--- config.mk ---
export PLATFORM = sky130hd
export DESIGN_NAME = ssc_ctrl
export DESIGN_NICKNAME = d
export VERILOG_FILES = /design/src/ssc_pkg.sv /design/src/ssc_timer.sv /design/src/ssc_ctrl.sv
export SDC_FILE = /design/constraint.sdc
export NUM_CORES = 1
export LEC_CHECK = 0
export BUFFER_PORTS_ARGS = -buffer_cell sky130_fd_sc_hd__buf_2
export CAP_MARGIN = 15
export CORE_MARGIN = 2
export CORE_UTILIZATION = 35
export DETAILED_ROUTE_END_ITERATION = 6
export SLEW_MARGIN = 20
export SYNTH_ARGS = -nofsm -noshare
export SYNTH_HDL_FRONTEND = slang
export SYNTH_SLANG_ARGS = --single-unit
--- constraint.sdc ---
create_clock -name sys_clk -period 1.39 [get_ports sys_clk]
set_input_delay 0.0695 -clock sys_clk [delete_from_list [all_inputs] [get_ports sys_clk]]
set_output_delay 0.0695 -clock sys_clk [all_outputs]
set_load 0.02 [all_outputs]
--- src/ssc_pkg.sv ---
/*
  ssc_pkg: timing constants for the asynchronous
  sram controller.
  assumes a 25 MHz system clock; source figures in ns, derived counts in clocks.
*/
package ssc_pkg;
  localparam int CLK_PERIOD_NS = 40;
  // fast grade figures
  localparam int FAST_READ_CYCLE_NS       = 55;
  localparam int FAST_WRITE_CYCLE_NS      = 55;
  localparam int FAST_WRITE_PULSE_MIN_NS  = 40;
  localparam int FAST_SELECT_TO_WR_END_NS = 45;
  localparam int FAST_LANE_TO_WR_END_NS   = 45;
  localparam int FAST_DATA_SETUP_NS       = 25;
  // slow grade figures, then the grade-independent data hi-z delay
  localparam int SLOW_READ_CYCLE_NS       = 70;
  localparam int SLOW_WRITE_CYCLE_NS      = 70;
  localparam int SLOW_WRITE_PULSE_MIN_NS  = 50;
  localparam int SLOW_SELECT_TO_WR_END_NS = 60;
  localparam int SLOW_LANE_TO_WR_END_NS   = 60;
  localparam int SLOW_DATA_SETUP_NS       = 30;
  localparam int DEV_HIZ_AFTER_WE_NS      = 20;

  // whole cycles, rounded up, never below one
  function automatic int ns_to_cyc(input int ns);
    int c;
    c = (ns + CLK_PERIOD_NS - 1) / CLK_PERIOD_NS;
    return (c < 1) ? 1 : c;
  endfunction

  localparam int FAST_READ_CYC  = ns_to_cyc(FAST_READ_CYCLE_NS);
  localparam int SLOW_READ_CYC  = ns_to_cyc(SLOW_READ_CYCLE_NS);
  localparam int FAST_WRITE_CYC = ns_to_cyc(FAST_WRITE_CYCLE_NS);
  localparam int SLOW_WRITE_CYC = ns_to_cyc(SLOW_WRITE_CYCLE_NS);
  localparam int FAST_WPULSE_CYC = ns_to_cyc(FAST_WRITE_PULSE_MIN_NS);
  localparam int SLOW_WPULSE_CYC = ns_to_cyc(SLOW_WRITE_PULSE_MIN_NS);
  localparam int FAST_SEL_CYC   = ns_to_cyc(FAST_SELECT_TO_WR_END_NS);
  localparam int SLOW_SEL_CYC   = ns_to_cyc(SLOW_SELECT_TO_WR_END_NS);
  localparam int FAST_LANE_CYC  = ns_to_cyc(FAST_LANE_TO_WR_END_NS);
  localparam int SLOW_LANE_CYC  = ns_to_cyc(SLOW_LANE_TO_WR_END_NS);
  localparam int FAST_SETUP_CYC = ns_to_cyc(FAST_DATA_SETUP_NS);
  localparam int SLOW_SETUP_CYC = ns_to_cyc(SLOW_DATA_SETUP_NS);
  localparam int HIZ_CYC        = ns_to_cyc(DEV_HIZ_AFTER_WE_NS);

  localparam int CNT_W = 4;
  localparam logic [3:0] RESET_CNT = 4'h0;
endpackage

--- src/ssc_timer.sv ---
/*
  ssc_timer: loadable down counter giving a done level at zero.
  assumes the caller loads it one cycle before it is watched.
*/
`timescale 1ns/1ps
module ssc_timer #(
  parameter int W = 4
) (
  input  wire logic         sys_clk,
  input  wire logic         rst,
  input  wire logic         load,
  input  wire logic [W-1:0] load_val,
  output logic              done
);
  logic [W-1:0] cnt_ff;

  always_ff @(posedge sys_clk)
  begin
    if (rst)
      cnt_ff <= '0;
    else if (load)
      cnt_ff <= load_val;
    else if (cnt_ff != '0)
      cnt_ff <= cnt_ff - W'(1);
  end

  assign done = (cnt_ff == '0);
endmodule

--- src/ssc_ctrl.sv ---
/*
  ssc_ctrl: clocked controller for a 256K x 16 asynchronous static
  memory with active-low select, output enable, write enable and
  two byte-lane enables.
  assumes a 25 MHz clock, synchronous reset, and that the memory
  pins are registered straight onto the board.
*/
//Notes on behaviour
//memory writes when select, we, lane low
//write starts with all active; one ending
//data stable around edge ending the write
//write enable high throughout every read
//address valid before select falls
//read cycle at least 55/70 ns
//write cycle at least 55/70 ns
//write pulse at least 40/50 ns
//select low 45/60 ns before end
//lanes low 45/60 ns before end
//memory floats data after we falls
//wait a read cycle after retention
//low lane bits 0-7, high 8-15
//standby when deselected or no lanes
//read drives enabled lanes with oe low
//durations rounded up to whole clocks
`timescale 1ns/1ps
module ssc_ctrl #(
  parameter int ADDR_W = 18,
  parameter int DATA_W = 16
) (
  input  wire logic              sys_clk,
  input  wire logic              rst,
  input  wire logic              slow_grade,
  input  wire logic              req_valid,
  input  wire logic              req_write,
  input  wire logic [ADDR_W-1:0] req_addr,
  input  wire logic [DATA_W-1:0] req_wdata,
  input  wire logic [1:0]        req_lanes,
  input  wire logic              retention_exit,
  output logic                   req_ready,
  output logic                   rd_valid,
  output logic [DATA_W-1:0]      rd_data,
  output logic [ADDR_W-1:0]      mem_addr,
  output logic                   chip_select_n,
  output logic                   out_enable_n,
  output logic                   write_enable_n,
  output logic                   low_lane_enable_n,
  output logic                   high_lane_enable_n,
  input  wire logic [DATA_W-1:0] mem_dq_in,
  output logic [DATA_W-1:0]      mem_dq_out,
  output logic                   mem_dq_oe
);
  typedef enum {ST_IDLE, ST_RSETUP, ST_READ, ST_WSETUP, ST_WPULSE, ST_WEND, ST_RECOVER} ssc_state_t;
  ssc_state_t state_ff;

  logic                       tmr_load;
  logic [ssc_pkg::CNT_W-1:0] tmr_val;
  logic                       tmr_done;
  logic [DATA_W-1:0]          nxt_rd_data;
  logic [ssc_pkg::CNT_W-1:0] rd_cyc;
  logic [ssc_pkg::CNT_W-1:0] wr_pulse_cyc;
  logic [ssc_pkg::CNT_W-1:0] rec_cyc;
  logic                       req_take;

  // per-grade counts, rounded up
  assign rd_cyc       = slow_grade ? 4'(ssc_pkg::SLOW_READ_CYC) : 4'(ssc_pkg::FAST_READ_CYC);
  // pulse covers we width, select/lane lead and write cycle together
  assign wr_pulse_cyc = slow_grade ? 4'(ssc_pkg::SLOW_SEL_CYC) : 4'(ssc_pkg::FAST_SEL_CYC);
  assign rec_cyc      = rd_cyc;
  assign req_take     = req_valid && req_ready;

  ssc_timer #(.W(ssc_pkg::CNT_W)) u_timer (
    .sys_clk  (sys_clk),
    .rst      (rst),
    .load     (tmr_load),
    .load_val (tmr_val),
    .done     (tmr_done)
  );

  always_comb
  begin
    tmr_load = 1'b0;
    tmr_val  = ssc_pkg::RESET_CNT;
    case (state_ff)
      ST_RSETUP:
      begin
        tmr_load = 1'b1;
        tmr_val  = 4'(rd_cyc - 4'h1);
      end
      ST_WSETUP:
      begin
        tmr_load = 1'b1;
        tmr_val  = 4'(wr_pulse_cyc - 4'h1);
      end
      ST_IDLE:
      begin
        tmr_load = retention_exit;
        tmr_val  = rec_cyc;
      end
      default:
      begin
        tmr_load = 1'b0;
      end
    endcase
  end

  // main sequencer
  always_ff @(posedge sys_clk)
  begin
    if (rst)
      state_ff <= ST_IDLE;
    else
    begin
      case (state_ff)
        ST_IDLE:
          if (retention_exit)
            state_ff <= ST_RECOVER;
          else if (req_take)
            state_ff <= req_write ? ST_WSETUP : ST_RSETUP;
        ST_RECOVER:
          if (tmr_done)
            state_ff <= ST_IDLE;
        ST_RSETUP:
          state_ff <= ST_READ;
        ST_READ:
          if (tmr_done)
            state_ff <= ST_IDLE;
        ST_WSETUP:
          state_ff <= ST_WPULSE;
        ST_WPULSE:
          if (tmr_done)
            state_ff <= ST_WEND;
        ST_WEND:
          state_ff <= ST_IDLE;
        default:
          state_ff <= ST_IDLE;
      endcase
    end
  end

  assign req_ready = (state_ff == ST_IDLE) && !retention_exit;

  // address and lanes latched at request, before select falls
  always_ff @(posedge sys_clk)
  begin
    if (rst)
    begin
      mem_addr           <= '0;
      low_lane_enable_n  <= 1'b1;
      high_lane_enable_n <= 1'b1;
    end
    else if (req_take)
    begin
      mem_addr           <= req_addr;
      low_lane_enable_n  <= ~req_lanes[0];
      high_lane_enable_n <= ~req_lanes[1];
    end
    else if (state_ff == ST_WEND || (state_ff == ST_READ && tmr_done))
    begin
      low_lane_enable_n  <= 1'b1;
      high_lane_enable_n <= 1'b1;
    end
  end

  // strobes
  always_ff @(posedge sys_clk)
  begin
    if (rst)
    begin
      chip_select_n  <= 1'b1;
      out_enable_n   <= 1'b1;
      write_enable_n <= 1'b1;
    end
    else
    begin
      case (state_ff)
        ST_RSETUP:
        begin
          chip_select_n  <= 1'b0;
          out_enable_n   <= 1'b0;
          write_enable_n <= 1'b1;
        end
        ST_WSETUP:
        begin
          chip_select_n  <= 1'b0;
          write_enable_n <= 1'b0;
          out_enable_n   <= 1'b1;
        end
        ST_WPULSE:
          if (tmr_done)
            write_enable_n <= 1'b1;
        ST_READ:
          if (tmr_done)
          begin
            chip_select_n <= 1'b1;
            out_enable_n  <= 1'b1;
          end
        default:
        begin
          chip_select_n  <= 1'b1;
          out_enable_n   <= 1'b1;
          write_enable_n <= 1'b1;
        end
      endcase
    end
  end

  // write data driven from setup until a cycle after we rises
  always_ff @(posedge sys_clk)
  begin
    if (rst)
    begin
      mem_dq_out <= '0;
      mem_dq_oe  <= 1'b0;
    end
    else if (req_take && req_write)
    begin
      mem_dq_out <= req_wdata;
      mem_dq_oe  <= 1'b1;
    end
    else if (state_ff == ST_WEND)
      mem_dq_oe  <= 1'b0;
  end

  // read capture, per enabled lane
  always_comb
  begin
    nxt_rd_data = '0;
    nxt_rd_data[7:0]  = low_lane_enable_n  ? 8'h00 : mem_dq_in[7:0];
    nxt_rd_data[15:8] = high_lane_enable_n ? 8'h00 : mem_dq_in[15:8];
  end

  always_ff @(posedge sys_clk)
  begin
    if (rst)
    begin
      rd_valid <= 1'b0;
      rd_data  <= '0;
    end
    else
    begin
      rd_valid <= (state_ff == ST_READ) && tmr_done;
      if ((state_ff == ST_READ) && tmr_done)
        rd_data <= nxt_rd_data;
    end
  end

  // low pulse length and cycle count helpers
  // counts hold the number of edges each strobe was seen low
  logic [3:0] we_low_cnt_ff;
  logic [3:0] cs_low_cnt_ff;
  logic [3:0] lane_low_cnt_ff;
  always_ff @(posedge sys_clk)
  begin
    if (rst)
    begin
      we_low_cnt_ff   <= 4'h0;
      cs_low_cnt_ff   <= 4'h0;
      lane_low_cnt_ff <= 4'h0;
    end
    else
    begin
      we_low_cnt_ff   <= write_enable_n ? 4'h0 : 4'(we_low_cnt_ff + 4'h1);
      cs_low_cnt_ff   <= chip_select_n  ? 4'h0 : 4'(cs_low_cnt_ff + 4'h1);
      lane_low_cnt_ff <= (low_lane_enable_n && high_lane_enable_n) ? 4'h0 : 4'(lane_low_cnt_ff + 4'h1);
    end
  end

  AST_WE_PULSE_MIN: assert property (@(posedge sys_clk) disable iff (rst)
    $rose(write_enable_n) |->
      we_low_cnt_ff >= (slow_grade ? 4'(ssc_pkg::SLOW_WPULSE_CYC) : 4'(ssc_pkg::FAST_WPULSE_CYC)))
    else $error("write pulse too short");
  AST_CS_BEFORE_END: assert property (@(posedge sys_clk) disable iff (rst)
    $rose(write_enable_n) |->
      cs_low_cnt_ff >= (slow_grade ? 4'(ssc_pkg::SLOW_SEL_CYC) : 4'(ssc_pkg::FAST_SEL_CYC)))
    else $error("select too short before write end");
  AST_LANE_DURING_WE: assert property (@(posedge sys_clk) disable iff (rst)
    $rose(write_enable_n) |->
      lane_low_cnt_ff >= (slow_grade ? 4'(ssc_pkg::SLOW_LANE_CYC) : 4'(ssc_pkg::FAST_LANE_CYC)))
    else $error("lanes too short before write end");
  AST_WE_HIGH_READ: assert property (@(posedge sys_clk) disable iff (rst)
    !out_enable_n |-> write_enable_n)
    else $error("write enable low in read");
  AST_ADDR_STABLE: assert property (@(posedge sys_clk) disable iff (rst)
    !chip_select_n && !$rose(!chip_select_n) |-> $stable(mem_addr))
    else $error("address moved while selected");
  AST_READ_LEN: assert property (@(posedge sys_clk) disable iff (rst)
    $fell(out_enable_n) |-> !out_enable_n [*2])
    else $error("read cycle too short");
  AST_DATA_HOLD: assert property (@(posedge sys_clk) disable iff (rst)
    $rose(write_enable_n) |-> mem_dq_oe && $stable(mem_dq_out))
    else $error("write data not held at write end");
  AST_RECOVERY: assert property (@(posedge sys_clk) disable iff (rst)
    retention_exit && state_ff == ST_IDLE |=> chip_select_n [*2])
    else $error("access during retention recovery");
  AST_RD_VALID: assert property (@(posedge sys_clk) disable iff (rst)
    $rose(out_enable_n) |-> rd_valid)
    else $error("read data missing at read end");

  COV_READ: cover property (@(posedge sys_clk) disable iff (rst) rd_valid);
  COV_WRITE: cover property (@(posedge sys_clk) disable iff (rst) $rose(write_enable_n));
  COV_RECOVER: cover property (@(posedge sys_clk) disable iff (rst) state_ff == ST_RECOVER);
endmodule

==> impl_metrics.json, run 1 <==
{
  "finalClockSkew_ps": 15.8,
  "hold_start": "mem_dq_in[3]",
  "grt_pass1_vias": 2889,
  "fin_ws_ps": -155,
  "core_mm2": 0.00729,
  "max_freq_mhz": 647,
  "io_buffer_count": 114,
  "cpPeakStageDelay_ps": 540,
  "fin_crit_ps": 1550,
  "grt_max_degree": 28,
  "finalHoldViolCount": 0,
  "gp_congestion": 0.792,
  "placed_area_mm2": 0.00349,
  "setup_viol": 59,
  "regToRegEndpoint": "mem_addr[8]$_SDFFE_PP0P_",
  "fin_util_pct": 62.9,
  "final_cell_area_mm2": 0.00459,
  "ff2ff_setup_slack_ps": -150,
  "crit_fanout": 2,
  "finalCritPeriodShare_pct": 111,
  "clk-insertion-delay-late_ps": 350,
  "rows": 31,
  "die_h_um": 91.2,
  "drv_slew": 0,
  "seq_area_frac_synth_pct": 48.1,
  "min_to": "rd_data[3]$_SDFFE_PP0P_",
  "tightest_slew_ps": 808,
  "routed_wl_um": 9270,
  "ant_nets": 0,
  "cpLargestDelayFamily": "simple AND/OR/NAND/NOR gates",
  "vias_per_cell": 5.20,
  "nets": 546,
  "reg2regPathDepth": 6,
  "synthCells": 309,
  "drt-wirelength-per-cell_um": 15.7,
  "start_kind": "flip-flop",
  "cts_max_path_buffers": 2,
  "cap_violations": 0,
  "numClockSinks": 64,
  "required_ps": 1320,
  "avgSynthCellArea_um2": 8.61,
  "path_clk_slew_ps": 70,
  "drive_gt1_share_pct": 48.1,
  "htree_levels": 3,
  "die_w_um": 91.2,
  "ys_ff_latch": 64,
  "violations": "setup timing",
  "grt_usage_pct": 20.8,
  "p_leak_uw": 0.00186,
  "drc": 0,
  "whs_path_depth": 3,
  "total_power_uw": 6940,
  "first_pass_iters": 5,
  "status": "complete, but fails checks",
  "path_class": "reg -> out",
  "synthToLayoutAreaGrowth_pct": 72.3,
  "slowest_stage": "or4_4",
  "path_buf_inv": 3,
  "dp_hpwl_um": 5370,
  "reg2reg_from": "state_ff[2]$_SDFFE_PP0P_",
  "grt_setup_unrepaired": "true",
  "power_density_mw_per_mm2": 1510,
  "path_cells": "or4_4 -> clkinv_4 -> buf_12 -> buf_8",
  "hold_class": "in -> reg",
  "critPathArrivalTime_ps": 1480,
  "synth_edf_count": 0,
  "clock-root-buffer": "clkbuf_8",
  "cts_tree": "built",
  "synthArstFlopShare_pct": 0,
  "grt-ovfl-total": 0,
  "drtIter0Drc": 106,
  "netlist_area_mm2": 0.00266,
  "routed-via-count": 3073,
  "vdd_drop_max_mv": 0.550,
  "die_area_mm2": 0.00832,
  "cts_buffers": 9,
  "start_util_pct": 36.5,
  "grt_pass1_wl_um": 14000,
  "crit_path_end_kind": "output port",
  "maxSlewHeadroom_pct": 46.0,
  "ys_types": 39,
  "ios": 116,
  "synth.net_count": 369,
  "antenna_found_initial": 0,
  "post-place-ws_ps": -201,
  "yosysWarnings": 0,
  "ys.flop_type": "dfxtp_1"
}
[cell usage after synthesis (3+ instances only)]
| library cell | n | area (µm²) |
|---|---|---|
| a21oi_1 | 56 | 280 |
| buf_2 | 6 | 30.0 |
| buf_8 | 3 | 45.0 |
| clkbuf_1 | 19 | 71.3 |
| dfxtp_1 | 64 | 1280 |
| inv_1 | 6 | 22.5 |
| nand2_1 | 4 | 15.0 |
| nand2b_1 | 4 | 25.0 |
| nand3_1 | 35 | 175 |
| nand4b_1 | 16 | 140 |
| nor2_1 | 6 | 22.5 |
| nor4_1 | 5 | 31.3 |
| o21ai_0 | 26 | 130 |
| o21ai_1 | 27 | 135 |
[how the worst max path moves through the flow]
stage,cells after the start,startpoint,to
final,4,state_ff[2]$_SDFFE_PP0P_,req_ready
after global routing,6,state_ff[2]$_SDFFE_PP0P_,mem_addr[8]$_SDFFE_PP0P_
after CTS,4,state_ff[2]$_SDFFE_PP0P_,req_ready
after detailed placement,4,state_ff[0]$_SDFFE_PP0P_,mem_dq_out[2]$_SDFFE_PP0P_
after global placement,4,state_ff[0]$_SDFFE_PP0P_,mem_dq_out[6]$_SDFFE_PP0P_
after floorplan,7,state_ff[0]$_SDFFE_PP0P_,mem_addr[8]$_SDFFE_PP0P_
[registers in the layout, summed over array words and instances (netlist names), 3 cells and up]
name and flops:
mem_addr 18, mem_dq_out 16, rd_data 16, u_timer.cnt_ff 4
state_ff 3
[through the flow]
step	setup TNS, ps	hold WS [ps]	cells
final	-5350	18.7	591
after global routing	-9320	27.4	590
after CTS	-5000	1.77	586
after detailed placement	-6100	327	518
after global placement	-5160	326	518
after floorplan	-2960	217	309
[worst reg2reg max path, delay by kind of cell, from the launching register on]
family | cells | cell delay, ps
compound gates | 1 | 150
simple gates | 2 | 650
flops | 1 | 320
buf+inv | 3 | 360
[cell type report]
cell class	count	area, µm²
clock inverters	6	67.6
fillers	640	2710
diodes	1	2.50
multi-input cells	207	1500
clock buffers	10	138
well taps	99	124
flip-flops and latches	64	1290
inverters	7	31.3
repair buffers	197	1440
[cells in the final DEF, fill, tap and decap left out, types with 2 or more instances in the layout]
cell	n
nor4_4	2
nand2b_1	4
buf_4	18
o21ai_1	21
nand2_1	3
clkinvlp_4	2
nand4_1	2
dfxtp_2	4
inv_1	4
buf_6	14
clkbuf_8	10
nor4_1	2
o21ai_2	29
buf_12	4
nand4b_1	16
dfxtp_1	60
or3b_4	2
a21oi_1	43
clkinv_4	2
xnor2_1	2
dlygate4sd3_1	46
o41a_1	2
nand3_1	32
o21ai_4	3
buf_2	113
inv_2	2
nand3_2	3
nor2_1	5
a21oi_2	12
[per-layer routing]
metal  vias to the layer above  global-route usage [%]  share of wire, %  wire (µm)
met3                        26                    4.40               3.3        305
met5                         -                       0                 0          0
met1                      1467                    25.9                43       4020
met4                         0                    11.1               3.4        317
li1                       1495                       -                 -          -
met2                        85                    33.6                50       4620
[cells by family (layout without fill, tap and decap cells)]
family | count (synthesis) | in the layout | share of synthesized area [%]
other | 0 | 1 | 0
and+or+nand+nor | 82 | 82 | 18.7
adders and majority gates | 2 | 2 | 0.940
xor gates and xnor gates | 2 | 2 | 0.658
buffers and inverters | 38 | 220 | 7.10
muxes | 1 | 1 | 0.423
DFF | 64 | 64 | 48.1
AOI/OAI and AO/OA | 120 | 120 | 24.1
[timing repair]
| item | in CTS | in global routing |
|---|---|---|
| setup endpoints to repair | 56 | 63 |
| cloned | 1 | 3 |
| hold buffers | 46 | 0 |
| gates resized for setup | 47 | 54 |
| setup buffers | 5 | 1 |
| pin swaps | 26 | 22 |
| hold endpoints to repair | 46 | 0 |
[power by group]
group / internal, µW / switching, µW
Sequential: 2000 / 118
Clock: 882 / 781
Combinational: 1470 / 1690
Power figures use the tool's default switching activity.
==> run 2, diff against run 1 <==
--- a/config.mk
+++ b/config.mk
@@ -13,4 +13,5 @@
 export SLEW_MARGIN = 20
 export SYNTH_ARGS = -nofsm -noshare
 export SYNTH_HDL_FRONTEND = slang
+export SYNTH_HIERARCHICAL = 1
 export SYNTH_SLANG_ARGS = --single-unit
==> run 2 against run 1 <==
Effect of this change:
- the run still ends with setup timing left
- clock-buffer cell count down 1
- clock skew decreased by 11 ps
- combinational power shrank 34%
- largest cell class is now non-clock buffers
==> impl_metrics.json, run 2 <==
{
  "drtIter0Drc": 110,
  "reg2reg_from": "u_timer/cnt_ff[1]$_SDFFE_PP0P_",
  "numClockSinks": 64,
  "cts_buffers": 9,
  "p_leak_uw": 0.00200,
  "grt_pass1_vias": 2577,
  "mostFrequentLayoutCell": "buf_2",
  "grt_usage_pct": 18.2,
  "io_buffer_count": 114,
  "grt_setup_unrepaired": "true",
  "core_mm2": 0.00729,
  "dp_hpwl_um": 4510,
  "ys_types": 45,
  "start_kind": "flip-flop",
  "synthCells": 270,
  "drv_slew": 0,
  "drt-wirelength-per-cell_um": 13.6,
  "hold_class": "in -> reg",
  "path_class": "reg -> reg",
  "finalHoldViolCount": 0,
  "required_ps": 1620,
  "cts_tree": "built",
  "crit_fanout": 16,
  "synthTopCellsByArea": "dfxtp_1 49%, mux2i_1 6.1%, a31o_2 6.0%",
  "busiest_layer": "met2",
  "seq_area_frac_synth_pct": 48.5,
  "grt_max_degree": 53,
  "critPathArrivalTime_ps": 1780,
  "ys_ff_latch": 64,
  "synth_top_area_cell": "dfxtp_1",
  "use_met1_pct": 22.1,
  "grtUsageMet2_pct": 30.4,
  "ios": 116,
  "p_sw_uw": 1750,
  "final_cell_area_mm2": 0.00445,
  "grt-ovfl-total": 0,
  "setup_viol": 35,
  "clk-insertion-delay-late_ps": 330,
  "finalClockSkew_ps": 4.64,
  "yosysMostFrequentCell": "dfxtp_1",
  "routed_wl_um": 7690,
  "use_met3_pct": 4.59,
  "finalCritPeriodShare_pct": 112,
  "die_h_um": 90.9,
  "routed-via-count": 2686,
  "netlist_area_mm2": 0.00264,
  "n_antenna_cell": 0,
  "yosysWarnings": 6,
  "avgSynthCellArea_um2": 9.78,
  "fin_ws_ps": -169,
  "path_clk_slew_ps": 70,
  "clock-root-buffer": "clkbuf_8",
  "drc": 0,
  "htree_levels": 3,
  "slowest_stage": "dfxtp_2",
  "start_util_pct": 36.2,
  "seqPwrFrac_pct": 38.0,
  "first_pass_iters": 4,
  "rows": 31,
  "drive_gt1_share_pct": 47.6,
  "clkPwrFrac_pct": 24.2,
  "gp_congestion": 0.754,
  "synthArstFlopShare_pct": 0,
  "p_int_uw": 3790,
  "hold_start": "rst",
  "vdd_drop_max_mv": 0.510,
  "status": "complete, but fails checks",
  "tns_ps": -2850,
  "synth_edf_count": 0,
  "vias_per_cell": 4.74,
  "startpoint": "u_timer/cnt_ff[1]$_SDFFE_PP0P_",
  "n_fill_cell": 634,
  "reg_top3": "mem_addr x18, mem_dq_out x16, rd_data x16",
  "regMostFlops": "mem_addr",
  "synthToLayoutAreaGrowth_pct": 68.6,
  "nets": 523,
  "cts_max_path_buffers": 2,
  "die_w_um": 90.9,
  "antenna_found_initial": 0,
  "max_freq_mhz": 641,
  "pwr-share-comb_pct": 37.8,
  "netlist_top_cells_count": "64 x dfxtp_1, 37 x nand2_1, 22 x a21oi_1",
  "layout_common_cells": "113 x buf_2, 60 x dfxtp_1, 52 x dlygate4sd3_1, 37 x nand2_1, 23 x buf_4",
  "path_cells": "inv_2 -> ha_4 -> nor3b_4 -> and4bb_2 -> nor2_4 -> a22o_1",
  "die_area_mm2": 0.00825,
  "grt_pass1_wl_um": 12200,
  "ant_nets": 0,
  "crit_path_end_kind": "flip-flop",
  "violations": "setup timing",
  "switching_share_pct": 31.5,
  "cap_violations": 0,
  "path_buf_inv": 1,
  "cpPeakStageDelay_ps": 320,
  "ys.flop_type": "dfxtp_1",
  "synth_top_area_share_pct": 48.5,
  "largest_register_ffs": 18,
  "power_density_mw_per_mm2": 1240,
  "placed_area_mm2": 0.00356,
  "cpLargestDelayFamily": "simple AND/OR/NAND/NOR gates",
  "fin_util_pct": 61.1,
  "fin_crit_ps": 1560
}
## run 2: final timing paths
| path | end | slack (ps) | cells past startpoint |
|---|---|---|---|
| worst min register to register | mem_dq_out[7]$_SDFFE_PP0P_ | 460 | 2 |
| worst max-delay path | rd_data[7]$_SDFFE_PP0P_ | -170 | 6 |
| worst min-delay path | rd_valid$_SDFF_PP0_ | 110 | 2 |
| worst max register to register | rd_data[7]$_SDFFE_PP0P_ | -170 | 6 |
## run 2: logic make-up (layout without fill, tap and decap cells)
family | Yosys count | in the layout | share of synthesized area (%)
simple gates | 91 | 91 | 19.8
compound gates | 71 | 71 | 19.6
flops | 64 | 64 | 48.5
buf+inv | 23 | 220 | 4.31
mux | 17 | 17 | 6.49
xor+xnor | 2 | 2 | 0.664
fa+ha+maj | 1 | 1 | 0.474
other cells | 1 | 2 | 0.142
## run 2: area by class of cell
cell class              instances  area [µm²]  share of cell area [%]
repair buffers                202        1500                    33.8
clock inverters                 6        37.5                   0.843
well taps                      99         124                    2.78
flip-flops and latches         64        1290                    28.9
inverters                       3        11.3                   0.253
multi-input cells             184        1360                    30.6
clock buffers                   9         124                    2.78
## run 2: worst register-to-register path: stages (launching register included)
cell and delay, ps:
dfxtp_2 320, inv_2 60, ha_4 130, nor3b_4 260, and4bb_2 320, nor2_4 100
a22o_1 260
## run 2: stage by stage
stage | hold slack (ps) | instances | power (µW) | setup slack (ps)
5_1_grt | 124 | 567 | 5870 | -308
2_1_floorplan | 149 | 271 | 3110 | -241
6_report | 114 | 567 | 5540 | -169
3_5_place_dp | 284 | 492 | 3860 | -218
4_1_cts | 104 | 564 | 5460 | -168
3_3_place_gp | 280 | 492 | 3850 | -195
## run 2: metal layers
layer  wire [µm]  vias to the layer above
li1            -                     1345
met1        3450                     1238
met2        3710                       92
met3         407                       11
met4         120                        0
met5           0                        -
## run 2: power groups by stage
stage | Combinational [µW] | Clock (µW) | Sequential (µW)
floorplan | 850 | 0 | 2260
finish | 2090 | 1340 | 2110
detailed placement | 1700 | 0 | 2160
global route | 2270 | 1470 | 2120
global placement | 1690 | 0 | 2150
CTS | 1970 | 1390 | 2100
## run 2: repair_timing
action / CTS / global route
resized for setup: 15 / 24
pin swaps: 9 / 22
buffers inserted: 7 / 3
gates cloned: 0 / 2
hold buffers: 52 / 0
endpoints found under the hold margin: 52 / 0
endpoints found under the setup margin: 41 / 61
==> run 3, diff against run 2 <==
--- a/config.mk
+++ b/config.mk
@@ -8,7 +8,7 @@
 export BUFFER_PORTS_ARGS = -buffer_cell sky130_fd_sc_hd__buf_2
 export CAP_MARGIN = 15
 export CORE_MARGIN = 2
-export CORE_UTILIZATION = 35
+export CORE_UTILIZATION = 25
 export DETAILED_ROUTE_END_ITERATION = 6
 export SLEW_MARGIN = 20
 export SYNTH_ARGS = -nofsm -noshare
==> constraint.sdc (replaced) <==
create_clock -name sys_clk -period 1.85 [get_ports sys_clk]
set_input_delay 0.0925 -clock sys_clk [delete_from_list [all_inputs] [get_ports sys_clk]]
set_output_delay 0.0925 -clock sys_clk [all_outputs]
set_load 0.02 [all_outputs]
==> run 3 against run 2 <==
Effect of this change:
- the flow now finishes without violations
- largest cell class is now registers
- routed wire length fell by 2.1%
- critical path depth did not move
- sequential power fell by 24%
- power fell by 24%
- non-clock buffer count fell by 23
- sequential cell count did not move
==> impl_metrics.json, run 3 (synthesized netlist as in run 2, its figures left out) <==
{
  "drive_gt1_share_pct": 39.9,
  "drt-wirelength-per-cell_um": 12.9,
  "routed-via-count": 2580,
  "vias_per_cell": 4.43,
  "layout_common_cells": "114 x buf_2, 64 x dfxtp_1, 51 x dlygate4sd3_1, 37 x nand2_1, 22 x a21oi_1",
  "finalHoldViolCount": 0,
  "start_kind": "flip-flop",
  "path_clk_slew_ps": 80,
  "crit_fanout": 16,
  "first_pass_iters": 4,
  "dp_hpwl_um": 4950,
  "finalClockSkew_ps": 7.03,
  "power_density_mw_per_mm2": 1010,
  "core_mm2": 0.0103,
  "p_int_uw": 2970,
  "status": "finished clean",
  "pwr-share-comb_pct": 27.2,
  "grt-ovfl-total": 0,
  "fin_ws_ps": 102,
  "largest_register_ffs": 18,
  "post-place-ws_ps": -25.7,
  "crit_path_end_kind": "flip-flop",
  "grt_max_degree": 34,
  "ios": 116,
  "die_w_um": 107,
  "io_buffer_count": 114,
  "routed_wl_um": 7530,
  "htree_levels": 3,
  "grt_usage_pct": 13.1,
  "total_power_uw": 4230,
  "numClockSinks": 64,
  "start_util_pct": 25.7,
  "seqPwrFrac_pct": 37.9,
  "path_class": "reg -> reg",
  "reg_top3": "mem_addr x18, mem_dq_out x16, rd_data x16",
  "synthToLayoutAreaGrowth_pct": 58.4,
  "reg2regPathDepth": 6,
  "n_antenna_cell": 0,
  "required_ps": 2080,
  "p_leak_uw": 0.00187,
  "hold_class": "in -> reg",
  "cap_violations": 0,
  "grt_pass1_wl_um": 11800,
  "vdd_drop_max_mv": 0.467,
  "clock-root-buffer": "clkbuf_8",
  "grt_pass1_vias": 2548,
  "max_freq_mhz": 572,
  "gp_congestion": 0.762,
  "cts_buffers": 9,
  "die_area_mm2": 0.0114,
  "grt_setup_unrepaired": "false",
  "regMostFlops": "mem_addr",
  "critPathArrivalTime_ps": 1980,
  "whs_path_depth": 3,
  "finalCritPeriodShare_pct": 94.5,
  "rows": 37,
  "die_h_um": 107,
  "n_fill_cell": 998,
  "setup_viol": 0,
  "clkPwrFrac_pct": 34.9,
  "p_sw_uw": 1260,
  "drv_slew": 0,
  "clk-insertion-delay-late_ps": 340,
  "switching_share_pct": 29.8,
  "fin_crit_ps": 1750,
  "ant_nets": 0,
  "drtIter0Drc": 90,
  "nets": 500,
  "mostFrequentLayoutCell": "buf_2",
  "cts_tree": "built",
  "antenna_found_initial": 0,
  "cts_max_path_buffers": 2,
  "drc": 0
}
## run 3: cell count changes in the layout (fill, tap and decap cells not counted), sizes merged
cell / previous run / this run
buf: 148 / 128
bufinv: 0 / 3
clkbuf: 11 / 9
clkinvlp: 3 / 1
dlygate4sd3: 52 / 51
## run 3: metal layers
| layer | global-route usage [%] | share of wire (%) | vias up |
|---|---|---|---|
| met5 | 0 | 0 | - |
| met4 | 3.34 | 0.89 | 0 |
| met3 | 4.56 | 5.5 | 5 |
| met2 | 23.4 | 52 | 68 |
| met1 | 14.7 | 42 | 1208 |
| li1 | - | - | 1299 |
## run 3: final timing paths
path / from / to / slack (ps)
hold / removal: req_wdata[6] / mem_dq_out[6]$_SDFFE_PP0P_ / 20
setup reg to reg: u_timer/cnt_ff[0]$_SDFFE_PP0P_ / rd_data[10]$_SDFFE_PP0P_ / 100
hold reg to reg: mem_dq_out[9]$_SDFFE_PP0P_ / mem_dq_out[9]$_SDFFE_PP0P_ / 460
setup / recovery: u_timer/cnt_ff[0]$_SDFFE_PP0P_ / rd_data[10]$_SDFFE_PP0P_ / 100
## run 3: final cells by class
type                            count  area, µm²  area share (%)
Sequential cell                    64       1280            30.6
Multi-Input combinational cell    184       1280            30.5
Clock buffer                        9        124            2.96
Timing Repair Buffer              179       1200            28.7
Inverter                            3       11.3           0.269
Tap cell                          136        170            4.07
Clock inverter                      7        120            2.87
## run 3: timing repair
action	4_1_cts	5_1_grt
resized for setup	1	3
setup endpoints to repair	16	17
buffers inserted	0	1
hold buffers	51	0
endpoints found under the hold margin	51	0
## run 3: critical path, cell delays in order (launching register included)
cell and delay, ps:
dfxtp_1 330, inv_1 90, ha_2 190, nor3b_4 350, and4bb_2 320, nor2_4 90
a22o_1 260
## run 3: power by group through the flow
stage                     Combinational, µW  Sequential (µW)  Clock (µW)
final                                  1150             1600        1480
after global routing                   1250             1620        1580
after CTS                              1100             1600        1530
after detailed placement                993             1630           0
after global placement                  982             1630           0
after floorplan                         601             1690           0
## run 3: per-stage QoR
stage                     area (µm²)  cells  utilization [%]  setup TNS [ps]  hold WS [ps]
after detailed placement        3390    514             33.0            -122           304
final                           4180    582             40.7               0          22.9
after global placement          3390    514             33.0               0           296
after CTS                       4150    581             40.4               0          2.93
after global routing            4180    582             40.7               0          23.2
after floorplan                 2640    271                -               0           172
